<file path="src/pkg/ivc_pkg.sv">
// Shared constants, types and helpers for the interval counter channel
package ivc_pkg;

    // Counter and bus widths
    localparam int CNT_W = 16;
    localparam int BYTE_W = 8;

    // Read/load byte format field values
    localparam logic [1:0] FMT_LSB = 2'h1;
    localparam logic [1:0] FMT_MSB = 2'h2;
    localparam logic [1:0] FMT_BOTH = 2'h3;

    // Reset values and count step constants
    localparam logic [1:0] FMT_RST = 2'h3;
    localparam logic [15:0] CNT_RST = 16'h0000;
    localparam logic [15:0] CNT_ONE = 16'h0001;
    localparam logic [15:0] CNT_TWO = 16'h0002;
    localparam logic WAVE_RST = 1'h1;
    localparam logic [7:0] BYTE_ZERO = 8'h00;

    // Operating modes
    typedef enum logic [2:0] {
        M_TC,
        M_ONE,
        M_RATE,
        M_SQ,
        M_SSTB,
        M_HSTB
    } ivc_mode_t;

    // Host request carrier, all fields one-cycle strobes or data
    typedef struct packed {
        logic ctrl_wr;
        logic [2:0] mode;
        logic [1:0] read_load_format_field;
        logic latch;
        logic wr;
        logic rd;
        logic [7:0] data;
    } ivc_host_t;

    // Three-bit mode code to mode; bit 2 is a don't-care for 2 and 3
    function automatic ivc_mode_t ivc_decode(input logic [2:0] code);
        ivc_mode_t m;
        m = M_TC;
        if (code[1]) begin
            m = code[0] ? M_SQ : M_RATE;
        end else begin
            case ({code[2], code[0]})
                2'h0: m = M_TC;
                2'h1: m = M_ONE;
                2'h2: m = M_SSTB;
                default: m = M_HSTB;
            endcase
        end
        return m;
    endfunction : ivc_decode

endpackage : ivc_pkg

</file>
<file path="src/logic/ivc_sync.sv">
// Two-stage synchroniser with rising edge detect for pin inputs
`timescale 1ns/1ps
`default_nettype none
module ivc_sync #(
    parameter int W = 2
) (
    input wire logic CLK_IN,
    input wire logic SYS_RST_IN,
    input wire logic [W-1:0] PIN_IN,
    output logic [W-1:0] LEVEL_OUT,
    output logic [W-1:0] RISE_OUT
);
    logic [W-1:0] meta_r;
    logic [W-1:0] sync_r;
    logic [W-1:0] prev_r;

    // Two flops, then one more stage for edge history
    always_ff @(posedge CLK_IN) begin
        if (SYS_RST_IN) begin
            meta_r <= '0;
            sync_r <= '0;
            prev_r <= '0;
        end else begin
            meta_r <= PIN_IN;
            sync_r <= meta_r;
            prev_r <= sync_r;
        end
    end

    // Level and one-cycle rising pulse
    assign LEVEL_OUT = sync_r;
    assign RISE_OUT = sync_r & ~prev_r;
endmodule : ivc_sync
`default_nettype wire

</file>
<file path="src/logic/ivc_readout.sv">
// Count read path: latch command holding register and byte sequencer
`timescale 1ns/1ps
`default_nettype none
module ivc_readout
    import ivc_pkg::*;
(
    input wire logic CLK_IN,
    input wire logic SYS_RST_IN,
    input wire logic CTRL_WR_IN,
    input wire logic [1:0] FMT_IN,
    input wire logic LATCH_IN,
    input wire logic RD_IN,
    input wire logic VALID_IN,
    input wire logic [15:0] COUNT_IN,
    output logic [7:0] RDATA_OUT
);
    logic held_r;
    logic [15:0] hold_r;
    logic msb_next_r;
    logic [15:0] src;
    logic last_byte;
    logic take_rd;

    // Byte chosen by the format and position in a two-byte read
    function automatic logic [7:0] pick(input logic [15:0] v,
                                        input logic [1:0] f,
                                        input logic msb);
        logic [7:0] b;
        b = v[7:0];
        if (f == FMT_MSB || (f == FMT_BOTH && msb)) begin
            b = v[15:8];
        end
        return b;
    endfunction : pick

    // Held value if latched, else the live count
    assign src = held_r ? hold_r : COUNT_IN;
    assign take_rd = RD_IN && VALID_IN;
    assign last_byte = (FMT_IN != FMT_BOTH) || msb_next_r;

    // Latch capture and release after the full read
    always_ff @(posedge CLK_IN) begin
        if (SYS_RST_IN || CTRL_WR_IN) begin
            held_r <= 1'h0;
            hold_r <= CNT_RST;
        end else if (LATCH_IN && !held_r) begin
            held_r <= 1'h1;
            hold_r <= COUNT_IN;
        end else if (take_rd && last_byte && held_r) begin
            held_r <= 1'h0;
        end
    end

    // Byte order pointer for two-byte reads
    always_ff @(posedge CLK_IN) begin
        if (SYS_RST_IN || CTRL_WR_IN) begin
            msb_next_r <= 1'h0;
        end else if (take_rd && FMT_IN == FMT_BOTH) begin
            msb_next_r <= ~msb_next_r;
        end
    end

    // Registered read data
    always_ff @(posedge CLK_IN) begin
        if (SYS_RST_IN) begin
            RDATA_OUT <= BYTE_ZERO;
        end else if (take_rd) begin
            RDATA_OUT <= pick(src, FMT_IN, msb_next_r);
        end
    end
endmodule : ivc_readout
`default_nettype wire

</file>
<file path="src/logic/ivc_counter.sv">
// One 16-bit down-counter channel of a programmable interval timer
`timescale 1ns/1ps
`default_nettype none

// Notes on behaviour
// - Mode 0 two-byte write: low byte halts counting, high byte resumes.
// - Mode 1: output high on programming; a count write alone starts nothing.
// - Mode 1: gate rise triggers; output low next tick, high at terminal.
// - Mode 1: a started one-shot runs to terminal despite a low gate.
// - Mode 1: new count leaves interval alone; next trigger uses it.
// - Mode 2: output high; start next tick if gate high, else gate rise.
// - Mode 2: one-tick low pulse once every n ticks, repeating.
// - Mode 2: new count applies after the current period completes.
// - Modes 2, 3: low gate stops and forces output high; rise restarts.
// - Mode 3: square wave period n; odd n high (n+1)/2, low (n-1)/2.
// - Mode 3: new count applies after the next output transition.
// - Mode 3 starts and uses the gate exactly as mode 2.
// - Mode 4: output high, start as mode 0, one low tick at terminal.
// - Mode 4: low gate stops; gate return restarts from full count.
// - Mode 5: gate rise starts or retriggers; output as mode 4.
// - Count down by one per tick, by two in mode 3.
// - Latch command captures the count without disturbing counting.
// - Mode 0 starts once count fully written with gate high; low gate holds.
// - Control word clears the count; reads are ignored until a count is written.
module ivc_counter
    import ivc_pkg::*;
(
    input wire logic CLK_IN,
    input wire logic SYS_RST_IN,
    input wire ivc_host_t HOST_IN,
    input wire logic CNT_CLK_IN,
    input wire logic GATE_IN,
    output logic WAVE_OUT,
    output logic [7:0] RDATA_OUT
);
    ivc_mode_t mode_r;
    logic [1:0] fmt_r;
    logic [15:0] init_r;
    logic [7:0] lo_r;
    logic lsb_wait_r;
    logic pend_r;
    logic have_r;
    logic trig_r;
    logic [15:0] cnt_r;
    logic run_r;
    logic out_r;
    logic [1:0] lvl;
    logic [1:0] rise;
    logic tick;
    logic gate_s;
    logic gate_rise;
    logic periodic;
    logic hold_cnt;
    logic at_one;
    logic at_two;

    // Half-period reload for the square wave
    function automatic logic [15:0] sq_load(input logic [15:0] n,
                                            input logic high);
        logic [15:0] v;
        v = n;
        if (n[0]) begin
            v = high ? 16'(n + CNT_ONE) : 16'(n - CNT_ONE);
        end
        return v;
    endfunction : sq_load

    // One down-count step; wraps so that a count of zero runs 65536 ticks
    function automatic logic [15:0] step_down(input logic [15:0] v,
                                              input logic [15:0] by);
        logic [15:0] d;
        d = 16'(v - by);
        return d;
    endfunction : step_down

    // Count clock and gate pins into this domain
    ivc_sync #(
        .W(2)
    ) u_sync (
        .CLK_IN(CLK_IN),
        .SYS_RST_IN(SYS_RST_IN),
        .PIN_IN({GATE_IN, CNT_CLK_IN}),
        .LEVEL_OUT(lvl),
        .RISE_OUT(rise)
    );

    // Tick enable and gate views
    assign tick = rise[0];
    assign gate_s = lvl[1];
    assign gate_rise = rise[1];
    assign periodic = (mode_r == M_RATE) || (mode_r == M_SQ);
    // Mode 0 halted while a new count is being written
    assign hold_cnt = (mode_r == M_TC) && (lsb_wait_r || pend_r);
    // Terminal and next-to-terminal count views
    assign at_one = (cnt_r == CNT_ONE);
    assign at_two = (cnt_r == CNT_TWO);

    // Mode taken from the control word
    always_ff @(posedge CLK_IN) begin
        if (SYS_RST_IN) begin
            mode_r <= M_TC;
        end else if (HOST_IN.ctrl_wr) begin
            mode_r <= ivc_decode(HOST_IN.mode);
        end
    end

    // Read/load byte format taken from the control word
    always_ff @(posedge CLK_IN) begin
        if (SYS_RST_IN) begin
            fmt_r <= FMT_RST;
        end else if (HOST_IN.ctrl_wr) begin
            fmt_r <= HOST_IN.read_load_format_field;
        end
    end

    // Count value assembly by format
    always_ff @(posedge CLK_IN) begin
        if (SYS_RST_IN) begin
            init_r <= CNT_RST;
            lo_r <= BYTE_ZERO;
            lsb_wait_r <= 1'h0;
            pend_r <= 1'h0;
            have_r <= 1'h0;
        end else if (HOST_IN.ctrl_wr) begin
            lsb_wait_r <= 1'h0;
            pend_r <= 1'h0;
            have_r <= 1'h0;
        end else if (HOST_IN.wr) begin
            // Halves of a two-byte count are paired low then high
            unique case (fmt_r)
                FMT_LSB: begin
                    init_r <= {BYTE_ZERO, HOST_IN.data};
                    pend_r <= 1'h1;
                    have_r <= 1'h1;
                end
                FMT_MSB: begin
                    init_r <= {HOST_IN.data, BYTE_ZERO};
                    pend_r <= 1'h1;
                    have_r <= 1'h1;
                end
                default: begin
                    if (!lsb_wait_r) begin
                        lo_r <= HOST_IN.data;
                        lsb_wait_r <= 1'h1;
                    end else begin
                        init_r <= {HOST_IN.data, lo_r};
                        lsb_wait_r <= 1'h0;
                        pend_r <= 1'h1;
                        have_r <= 1'h1;
                    end
                end
            endcase
        end else if (tick) begin
            // The pending load is consumed by the core on this tick
            pend_r <= 1'h0;
        end
    end

    // Gate rise held until the next tick; a new rise wins over clear
    always_ff @(posedge CLK_IN) begin
        if (SYS_RST_IN || HOST_IN.ctrl_wr) begin
            trig_r <= 1'h0;
        end else if (gate_rise) begin
            trig_r <= 1'h1;
        end else if (tick) begin
            trig_r <= 1'h0;
        end
    end

    // Counting core and output waveform
    always_ff @(posedge CLK_IN) begin
        if (SYS_RST_IN) begin
            cnt_r <= CNT_RST;
            run_r <= 1'h0;
            out_r <= WAVE_RST;
        end else if (HOST_IN.ctrl_wr) begin
            cnt_r <= CNT_RST;
            run_r <= 1'h0;
            // Mode 0 starts low, all others high
            out_r <= (ivc_decode(HOST_IN.mode) != M_TC);
        end else if (periodic && !gate_s) begin
            // Low gate stops modes 2 and 3 at once, not on a tick
            run_r <= 1'h0;
            out_r <= 1'h1;
        end else if (tick) begin
            unique case (mode_r)
                // Software-started modes: load once the count is complete
                M_TC, M_SSTB: begin
                    if (pend_r) begin
                        cnt_r <= init_r;
                        run_r <= 1'h1;
                        // Mode 0 output drops as the new count loads
                        if (mode_r == M_TC) begin
                            out_r <= 1'h0;
                        end
                    end else if (mode_r == M_SSTB && trig_r && run_r) begin
                        cnt_r <= init_r;
                    end else begin
                        // Strobe low lasts exactly one tick
                        if (mode_r == M_SSTB && !out_r) begin
                            out_r <= 1'h1;
                        end
                        // A low gate, or in mode 0 a half-written count, holds the value
                        if (run_r && gate_s && !hold_cnt) begin
                            cnt_r <= step_down(cnt_r, CNT_ONE);
                            if (at_one) begin
                                if (mode_r == M_TC) begin
                                    out_r <= 1'h1;
                                end else begin
                                    out_r <= 1'h0;
                                    run_r <= 1'h0;
                                end
                            end
                        end
                    end
                end

                // Gate-triggered modes: a latched gate rise loads the count
                M_ONE, M_HSTB: begin
                    if (trig_r && have_r) begin
                        // Retrigger restarts from the latest written count
                        cnt_r <= init_r;
                        run_r <= 1'h1;
                        if (mode_r == M_ONE) begin
                            out_r <= 1'h0;
                        end
                    end else begin
                        if (mode_r == M_HSTB && !out_r) begin
                            out_r <= 1'h1;
                        end
                        // Runs to terminal whatever the gate does meanwhile
                        if (run_r) begin
                            cnt_r <= step_down(cnt_r, CNT_ONE);
                            if (at_one) begin
                                run_r <= 1'h0;
                                out_r <= (mode_r == M_ONE);
                            end
                        end
                    end
                end

                // Rate generator: low for the last tick of each period
                M_RATE: begin
                    if (!run_r) begin
                        // Stopped: restart from the programmed count
                        if (have_r) begin
                            cnt_r <= init_r;
                            run_r <= 1'h1;
                            out_r <= 1'h1;
                        end
                    end else if (at_two) begin
                        cnt_r <= CNT_ONE;
                        out_r <= 1'h0;
                    end else if (at_one) begin
                        cnt_r <= init_r;
                        out_r <= 1'h1;
                    end else begin
                        cnt_r <= step_down(cnt_r, CNT_ONE);
                    end
                end

                // Square wave: two per tick, reload at each half period
                M_SQ: begin
                    if (!run_r) begin
                        // Odd counts start one longer on the high half
                        if (have_r) begin
                            cnt_r <= sq_load(init_r, 1'h1);
                            run_r <= 1'h1;
                            out_r <= 1'h1;
                        end
                    end else if (at_two) begin
                        // New count takes effect from this transition
                        out_r <= ~out_r;
                        cnt_r <= sq_load(init_r, ~out_r);
                    end else begin
                        cnt_r <= step_down(cnt_r, CNT_TWO);
                    end
                end
            endcase
        end
    end

    // Output straight from its flop
    assign WAVE_OUT = out_r;

    // Read path with latch command support
    ivc_readout u_readout (
        .CLK_IN(CLK_IN),
        .SYS_RST_IN(SYS_RST_IN),
        .CTRL_WR_IN(HOST_IN.ctrl_wr),
        .FMT_IN(fmt_r),
        .LATCH_IN(HOST_IN.latch),
        .RD_IN(HOST_IN.rd),
        .VALID_IN(have_r),
        .COUNT_IN(cnt_r),
        .RDATA_OUT(RDATA_OUT)
    );
endmodule : ivc_counter
`default_nettype wire

</file>
<file path="config.mk">
export PLATFORM = sky130hd
export DESIGN_NAME = ivc_counter
export DESIGN_NICKNAME = d
export VERILOG_FILES = /design/src/pkg/ivc_pkg.sv /design/src/logic/ivc_sync.sv /design/src/logic/ivc_readout.sv /design/src/logic/ivc_counter.sv
export SDC_FILE = /design/constraint.sdc
export NUM_CORES = 1
export LEC_CHECK = 0
export BUFFER_PORTS_ARGS = -buffer_cell sky130_fd_sc_hd__clkbuf_2
export CORE_MARGIN = 8
export CORE_UTILIZATION = 40
export CTS_CLUSTER_SIZE = 16
export DETAILED_ROUTE_END_ITERATION = 12
export SETUP_SLACK_MARGIN = 0.1
export SKIP_LAST_GASP = 1
export SLEW_MARGIN = 10
export SYNTH_ARGS = -nofsm -noshare
export SYNTH_HDL_FRONTEND = slang
export SYNTH_HIERARCHICAL = 1
export SYNTH_SLANG_ARGS = --single-unit
</file>
<file path="constraint.sdc">
create_clock -name CLK_IN -period 2.4 [get_ports CLK_IN]
set_input_delay 0.48 -clock CLK_IN [delete_from_list [all_inputs] [get_ports CLK_IN]]
set_output_delay 0.48 -clock CLK_IN [all_outputs]
set_load 0.02 [all_outputs]
</file>
==> results of run 1 <==
kinds of logic (layout without fill, tap and decap cells):
family | after synthesis | after routing | synth area share
adder cells (fa/ha/maj) | 9 | 9 | 0.0187
XOR/XNOR | 48 | 48 | 0.0698
buffers and inverters | 93 | 139 | 0.0717
AO/OA/AOI/OAI | 225 | 225 | 0.249
AND/OR/NAND/NOR | 304 | 304 | 0.275
flip-flops | 83 | 83 | 0.276
multiplexers | 24 | 24 | 0.0399
sequential cells by signal, indices dropped and copies added, names as in the netlist:
register              cells
pend_r                    1
cnt_r                    16
init_r                   16
u_sync/LEVEL_OUT          2
lsb_wait_r                1
u_readout/msb_next_r      1
have_r                    1
WAVE_OUT                  1
u_readout/hold_r         16
trig_r                    1
lo_r                      8
u_readout/held_r          1
mode_r                    3
u_readout/RDATA_OUT       8
u_sync/meta_r             2
u_sync/prev_r             2
fmt_r                     2
run_r                     1
cells in the final DEF, fill, tap and decap left out, types with 11 or more instances in the layout:
| cell type | netlist | final |
|---|---|---|
| nand2_1 | 91 | 91 |
| dfxtp_1 | 83 | 80 |
| buf_4 | 3 | 74 |
| a21oi_1 | 55 | 55 |
| nor2_1 | 50 | 50 |
| o21ai_0 | 51 | 48 |
| xnor2_1 | 30 | 30 |
| clkbuf_2 | 5 | 29 |
| mux2i_1 | 24 | 24 |
| nand3_1 | 25 | 24 |
| and3_1 | 19 | 19 |
| inv_1 | 20 | 18 |
| a211oi_1 | 19 | 18 |
| xor2_1 | 18 | 18 |
| nor2b_1 | 18 | 18 |
| nor3_1 | 16 | 16 |
| a221oi_1 | 15 | 15 |
| a31oi_1 | 14 | 14 |
| nand4_1 | 13 | 13 |
| nor4_1 | 14 | 13 |
| nand3b_1 | 11 | 11 |
what timing repair did:
item,4_1_cts,5_1_grt
endpoints found under the hold margin,0,0
gates resized for setup,2,23
setup buffers,0,6
setup endpoints to repair,2,15
pin swaps,0,10
power groups by stage:
stage	Sequential (W)	Clock, W	Combinational (W)
floorplan	0.00147	0	0.000469
global placement	0.00150	0	0.000636
detailed placement	0.00150	0	0.000640
CTS	0.00147	0.00152	0.000646
global route	0.00148	0.00157	0.000747
finish	0.00147	0.00149	0.000688
final cells by class:
class | count | share of cell area
well taps | 188 | 0.0334
inverters | 20 | 0.0107
flip-flops and latches | 83 | 0.237
clock buffers | 11 | 0.0331
repair buffers | 104 | 0.102
multi-input cells | 610 | 0.573
clock inverters | 4 | 0.0108
worst paths after layout:
| check | startpoint | end | cells after the start |
|---|---|---|---|
| max | init_r[1]$_SDFFE_PP0P_ | cnt_r[10]$_SDFFE_PP0P_ | 8 |
| min | CNT_CLK_IN | u_sync/meta_r[0]$_SDFF_PP0_ | 2 |
| max reg2reg | init_r[1]$_SDFFE_PP0P_ | cnt_r[10]$_SDFFE_PP0P_ | 8 |
| min reg2reg | u_sync/meta_r[1]$_SDFF_PP0_ | u_sync/LEVEL_OUT[1]$_SDFF_PP0_ | 1 |
Yosys cell counts, drive strengths merged (7+ instances only):
| cell | number |
|---|---|
| nor2 | 50 |
| a211oi | 19 |
| nor3 | 18 |
| mux2i | 24 |
| nand2b | 7 |
| o211ai | 9 |
| nand3b | 11 |
| a31oi | 14 |
| nor2b | 18 |
| and3 | 19 |
| nand2 | 92 |
| xor2 | 18 |
| a221oi | 15 |
| dfxtp | 83 |
| nand4 | 15 |
| nor4 | 19 |
| ha | 9 |
| clkbuf | 40 |
| nand3 | 25 |
| xnor2 | 30 |
| o21ai | 52 |
| inv | 20 |
| buf | 33 |
| o31ai | 12 |
| a21oi | 56 |
metal layers:
layer | share of wire | track usage
met3 | 0.062 | 0.0399
met5 | 0 | 0
met1 | 0.44 | 0.260
met2 | 0.47 | 0.336
met4 | 0.023 | 0.0832
per-stage QoR:
step / std cells / TNS (ns) / cell area (sq um) / worst slack (ns) / hold WS (ns)
2_1_floorplan: 786 / 0 / 6030 / 0.0932 / 0.414
3_3_place_gp: 999 / 0 / 6580 / 0.00253 / 0.417
3_5_place_dp: 999 / -0.0439 / 6580 / -0.0439 / 0.429
4_1_cts: 1014 / 0 / 6900 / 0.109 / 0.336
5_1_grt: 1020 / 0 / 7040 / 0.0372 / 0.360
6_report: 1020 / 0 / 7040 / 0.181 / 0.344
==> flow_summary.toml, run 1 <==
[status]
status = "finished clean"

[power_and_ir_drop]
p_total_w = 0.00366
net-switching-power_w = 0.00105
irDropWorstVdd_v = 0.000553
clkPwrFrac = 0.409
p_seq_frac = 0.403
sw_frac_of_total = 0.286
internal_power_w = 0.00261
p_comb_frac = 0.188
powerDensity_mw_per_mm2 = 519
p_leak_nw = 2.68

[floorplanning]
dieArea_sq_mm = 0.0192
fp-row-count = 45
core-area_sq_mm = 0.0150
die_y_um = 139
die_x_um = 139
initial_core_util = 0.402
ioPinCount = 30

[setup_path]
crit_type = "flop to flop"
crit_slowest_cell = "or4_4"
critPathTopFamily = "simple AND/OR/NAND/NOR gates"
rrSetupSlack_ns = 0.18
critPathRequiredTime_ns = 2.63
cp.arrival_ns = 2.45
crit_chain = "inv_2, ha_4, or3b_4, or4_4, o31ai_2, xnor2_1, o211ai_1, a21oi_1"
path_buf_inv = 1
crit_path_max_incr_delay_ns = 0.60
critical_path.max_fanout = 3
cp-end-kind = "flop"
critPathLaunchType = "flop"

[route]
antenna_left = 0
route.vias.total = 6186
via_per_inst = 6.06
drtIter0Drc = 536
wire_per_inst_um = 19.6
drcViolationCount = 0
firstDrtPassIters = 5
postRouteWirelength_mm = 20.0

[clocking]
cts_buffer_depth = 2
path_clk_slew_ns = 0.06
cts_sinks = 83
cts_max_level = 3
cts-buffers-inserted = 9
hold_buffers = 0
cts_root_buffer = "clkbuf_16"
cts_tree = "done"
clk_latency_ns = 0.35

[global_route]
grtUsageTotal = 0.205
grt-ovfl-total = 0
grt_pass1_vias = 5909
antenna_found_initial = 0
grt_max_degree = 41
grt_pass1_wl_mm = 31.6

[sta]
period_minus_slack_ns = 2.22
setup_viol = 0
worst_slew_pin_slew_ns = 0.669
skew_ns = 0.00751
max_slew_margin = 0.554
finalCritPeriodShare = 0.925
maxSlewViolCount = 0
rsz0062_at_grt = "yes"
max_freq_ghz = 0.451
hold_viol = 0

[place]
gp_congestion = 0.978
io_buffers = 29
hpwl_mm = 15.1

[layout]
multi_input_area_sq_mm = 0.00404
fin_nets = 858
drive_gt1_frac = 0.191
ff_latch_area_sq_mm = 0.00167
diodes = 0
syn2layout_area_growth_pct = 16.9
fill_cells = 1501
fin_util = 0.470

[logic_synthesis]
synth_seq_area_share = 0.276
synth_edf_count = 0
ys_ff_latch = 83
synth-main-ff-cell = "dfxtp_1"
avgSynthCellArea_sq_um = 7.66
synth.area.top_cells = "dfxtp_1, nand2_1, a21oi_1"
synth-warning-count = 6
netlist_instances = 786
synthesis.area_sq_mm = 0.00602
yosysTopAreaCell = "dfxtp_1"
synthArstFlopShare = 0
synth.distinct_cells = 80
syn_nets = 816
synth_top_area_frac = 0.276

[worst_hold_path]
hold_class = "input port to flop"

[job]
maxCapViolCount = 0
No activity file was read; power rests on OpenSTA's default activity.
==> run 2: changes to the inputs <==
- CORE_UTILIZATION: 40 -> 50
- PLACE_DENSITY: not set -> 0.7
- SETUP_SLACK_MARGIN: 0.1 -> not set
==> flow_summary.toml, run 2 (same netlist as run 1, synthesis figures left out) <==
[sta]
period_minus_slack_ns = 2.26
maxSlewViolCount = 0
worst_slew_pin_slew_ns = 0.680
fin_setup_tns_ns = 0
finalCritPeriodShare = 0.940
skew_ns = 0.00783
hold_viol = 0
max_freq_ghz = 0.443
setup_viol = 0
rsz0062_at_grt = "yes"
holdWs_ns = 0.351
max_slew_margin = 0.547

[layout]
drive_gt1_frac = 0.172
syn2layout_area_growth_pct = 14.2
mostFrequentLayoutCells = "nand2_1, dfxtp_1, buf_4, a21oi_1, nor2_1"
diodes = 0
instances_no_fill = 973
reg_top3 = "cnt_r (16), init_r (16), u_readout/hold_r (16)"
final_common_cell = "nand2_1"
final_cell_area_sq_mm = 0.00688
fin_nets = 851

[place]
place_area_sq_mm = 0.00648
gp_congestion = 1.00
hpwl_mm = 14.7
place_inst = 953
io_buffers = 29

[job]
maxCapViolCount = 0

[clocking]
cts_tree = "done"
cts_buffer_depth = 2
cts_sinks = 83
cts_max_level = 3
cts-buffers-inserted = 9
path_clk_slew_ns = 0.06
cts_root_buffer = "clkbuf_16"
clk_latency_ns = 0.35

[route]
antenna_left = 0
wire_per_inst_um = 20.0
drcViolationCount = 0
postRouteWirelength_mm = 19.5
route.vias.total = 6173
firstDrtPassIters = 5
via_per_inst = 6.34
drtIter0Drc = 618

[global_route]
grt_pass1_wl_mm = 31.0
antenna_found_initial = 0
grt_max_degree = 32
grt-ovfl-total = 0
grtUsageTotal = 0.243
grt_pass1_vias = 5851

[status]
status = "finished clean"

[setup_path]
critical_path.max_fanout = 6
cp-end-kind = "flop"
crit_type = "flop to flop"
critPathLaunchType = "flop"
cp.arrival_ns = 2.47
critPathRequiredTime_ns = 2.62

[power_and_ir_drop]
powerDensity_mw_per_mm2 = 533
p_leak_nw = 2.64
irDropWorstVdd_v = 0.000377
sw_frac_of_total = 0.277
net-switching-power_w = 0.00102
p_seq_frac = 0.402
p_comb_frac = 0.179
internal_power_w = 0.00265
clkPwrFrac = 0.418

[floorplanning]
die_x_um = 126
die_y_um = 126
ioPinCount = 30
fp-row-count = 40
initial_core_util = 0.508
core-area_sq_mm = 0.0119
dieArea_sq_mm = 0.0158

[worst_hold_path]
hold_class = "input port to flop"
## run 2: changes by cell type in the layout (fill, tap and decap cells not counted), moves of 2 or more
cell	delta
buf_4	-6
clkbuf_8	+2
dfxtp_1	+3
dfxtp_2	-3
nor3b_1	+2
nor3b_2	-2
o21ai_1	-2
## run 2: stage by stage
stage                util  setup WS [ns]  total power, W
finish              0.580          0.143         0.00367
global route        0.580        -0.0421         0.00380
CTS                 0.575         0.0330         0.00366
detailed placement  0.546         -0.217         0.00214
global placement    0.546         -0.245         0.00213
floorplan               -         0.0662         0.00194
## run 2: metal layers
layer,share of wire,track usage,up-vias,wire length (um)
met5,0,0,-,0
met4,0.029,0.108,0,566
met3,0.073,0.0426,41,1430
met2,0.47,0.404,271,9240
met1,0.42,0.302,2920,8270
li1,-,-,2941,-
## run 2: path summary, 6_finish.rpt
kind	from	to	slack [ns]	depth (start not counted)
worst max-delay path	cnt_r[1]$_SDFFE_PP0P_	cnt_r[6]$_SDFFE_PP0P_	0.14	8
worst min-delay path	GATE_IN	u_sync/meta_r[1]$_SDFF_PP0_	0.35	2
worst max register to register	cnt_r[1]$_SDFFE_PP0P_	cnt_r[6]$_SDFFE_PP0P_	0.14	8
worst min register to register	u_sync/meta_r[0]$_SDFF_PP0_	u_sync/LEVEL_OUT[0]$_SDFF_PP0_	0.44	1
## run 2: final cells by class
| class | count | area (sq um) |
|---|---|---|
| clock buffer | 12 | 256 |
| timing repair buffer | 97 | 656 |
| fill | 1123 | 4990 |
| inverter | 20 | 75.1 |
| multi-input combinational | 610 | 3970 |
| tap | 147 | 184 |
| sequential | 83 | 1660 |
| clock inverter | 4 | 72.6 |
## run 2: timing repair
action | 4_1_cts | 5_1_grt
resized for setup | 2 | 9
pin swaps | 0 | 0
endpoints found under the setup margin | 1 | 7
buffers inserted | 0 | 4
hold buffers | 0 | 0
## run 2: power by group through the flow
| stage | Clock, W | Combinational, W | Sequential (W) |
|---|---|---|---|
| 2_1_floorplan | 0 | 0.000468 | 0.00147 |
| 3_3_place_gp | 0 | 0.000628 | 0.00150 |
| 3_5_place_dp | 0 | 0.000634 | 0.00150 |
| 4_1_cts | 0.00155 | 0.000638 | 0.00147 |
| 5_1_grt | 0.00160 | 0.000715 | 0.00148 |
| 6_report | 0.00153 | 0.000658 | 0.00147 |
## run 2: critical path: stages, from the launching register on
cell and delay (ns):
dfxtp_1 0.36, inv_2 0.11, ha_1 0.22, nor4b_4 0.28
nand2b_1 0.11, xor2_1 0.33, o2bb2ai_1 0.13, a2111oi_2 0.47
a21oi_1 0.12
==> run 3: changes to the inputs <==
- CORE_UTILIZATION: 50 -> 56
- PLACE_DENSITY: 0.7 -> 0.77
==> flow_summary.toml, run 3 (same netlist as run 1, synthesis figures left out) <==
[clocking]
cts_max_level = 3
cts_sinks = 83
cts-buffers-inserted = 9
cts_tree = "done"
clk_latency_ns = 0.38
cts_buffer_depth = 2
path_clk_slew_ns = 0.09
cts_root_buffer = "clkbuf_8"

[setup_path]
critical_path.max_fanout = 11
crit_type = "flop to flop"
cp-end-kind = "flop"
cp.arrival_ns = 2.59
critPathLaunchType = "flop"
reg2regPathDepth = 5
critPathRequiredTime_ns = 2.67

[power_and_ir_drop]
p_comb_frac = 0.206
clkPwrFrac = 0.339
p_seq_frac = 0.455
p_leak_nw = 2.57
irDropWorstVdd_v = 0.000309
sw_frac_of_total = 0.303
p_total_w = 0.00323
net-switching-power_w = 0.000977
internal_power_w = 0.00225
powerDensity_mw_per_mm2 = 479

[layout]
mostFrequentLayoutCells = "nand2_1, dfxtp_1, buf_4, a21oi_1, nor2_1"
fin_nets = 848
final_common_cell = "nand2_1"
syn2layout_area_growth_pct = 11.9
fill_cells = 930
final_cell_area_sq_mm = 0.00674
diodes = 0
drive_gt1_frac = 0.173
reg_top3 = "cnt_r (16), init_r (16), u_readout/hold_r (16)"

[floorplanning]
die_x_um = 120
ioPinCount = 30
die_y_um = 120
fp-row-count = 38
core-area_sq_mm = 0.0107
dieArea_sq_mm = 0.0143
initial_core_util = 0.565

[place]
place_area_sq_mm = 0.00646
hpwl_mm = 14.4
gp_congestion = 0.978
io_buffers = 29
pre_cts_ws_ns = 0.00563

[sta]
setup_slack_ns = 0.0810
max_freq_ghz = 0.431
max_slew_margin = 0.577
maxSlewViolCount = 0
rsz0062_at_grt = "yes"
fin_setup_tns_ns = 0
worst_slew_pin_slew_ns = 0.634
finalCritPeriodShare = 0.966
hold_viol = 0
skew_ns = 0.0106
setup_viol = 0
period_minus_slack_ns = 2.32
holdWs_ns = 0.317

[global_route]
grt_pass1_wl_mm = 30.2
grt-ovfl-total = 0
antenna_found_initial = 0
grt_max_degree = 33
grtUsageTotal = 0.260
grt_pass1_vias = 5807

[worst_hold_path]
hold_class = "input port to flop"
hold_depth = 3

[route]
route.vias.total = 6205
drtIter0Drc = 850
drcViolationCount = 0
firstDrtPassIters = 7
via_per_inst = 6.44
wire_per_inst_um = 19.7
postRouteWirelength_mm = 19.0
antenna_left = 0

[status]
status = "finished clean"

[job]
maxCapViolCount = 0
==> run 3: path summary, 6_finish.rpt <==
check / from / end / slack [ns]
setup / recovery: mode_r[1]$_SDFFE_PP0P_ / cnt_r[9]$_SDFFE_PP0P_ / 0.08
setup reg to reg: mode_r[1]$_SDFFE_PP0P_ / cnt_r[9]$_SDFFE_PP0P_ / 0.08
hold reg to reg: u_sync/meta_r[0]$_SDFF_PP0_ / u_sync/LEVEL_OUT[0]$_SDFF_PP0_ / 0.45
hold / removal: HOST_IN[11] / fmt_r[0]$_SDFFE_PP1P_ / 0.32
==> run 3: metal layers <==
layer,track usage,share of wire
met5,0,0
met4,0.130,0.035
met3,0.0399,0.073
met2,0.436,0.48
met1,0.318,0.42
==> run 3: layout make-up <==
cell class	instances	area, sq um	area share
clock buffers	12	165	0.0245
clock inverters	4	47.5	0.00705
inverters	20	75.1	0.0111
multi-input cells	610	3980	0.591
flip-flops and latches	83	1660	0.247
well taps	140	175	0.0260
repair buffers	94	633	0.0939
==> run 3: worst max-delay path, stage by stage, from the launching register on <==
cell and delay, ns:
dfxtp_1 0.54, nor2b_1 0.58, nand2_1 0.34, o32ai_1 0.37, nor3_1 0.08, a31oi_1 0.30
==> run 3: repair_timing <==
| action | in CTS | in global routing |
|---|---|---|
| cloned | 0 | 0 |
| setup endpoints to repair | 1 | 11 |
| resized for setup | 1 | 11 |
| endpoints found under the hold margin | 0 | 0 |
| hold buffers | 0 | 0 |
| pin swaps | 0 | 2 |
| buffers inserted | 0 | 2 |
==> run 3: through the flow <==
step / instances / utilization
floorplan: 786 / -
CTS: 961 / 0.628
detailed placement: 945 / 0.607
global route: 963 / 0.633
finish: 963 / 0.633
global placement: 945 / 0.607
==> run 3: power groups by stage <==
stage               sequential [W]  combinational, W  clock, W
detailed placement         0.00150          0.000634         0
floorplan                  0.00147          0.000468         0
global route               0.00147          0.000719   0.00116
global placement           0.00150          0.000623         0
finish                     0.00147          0.000664   0.00109
CTS                        0.00147          0.000640   0.00111
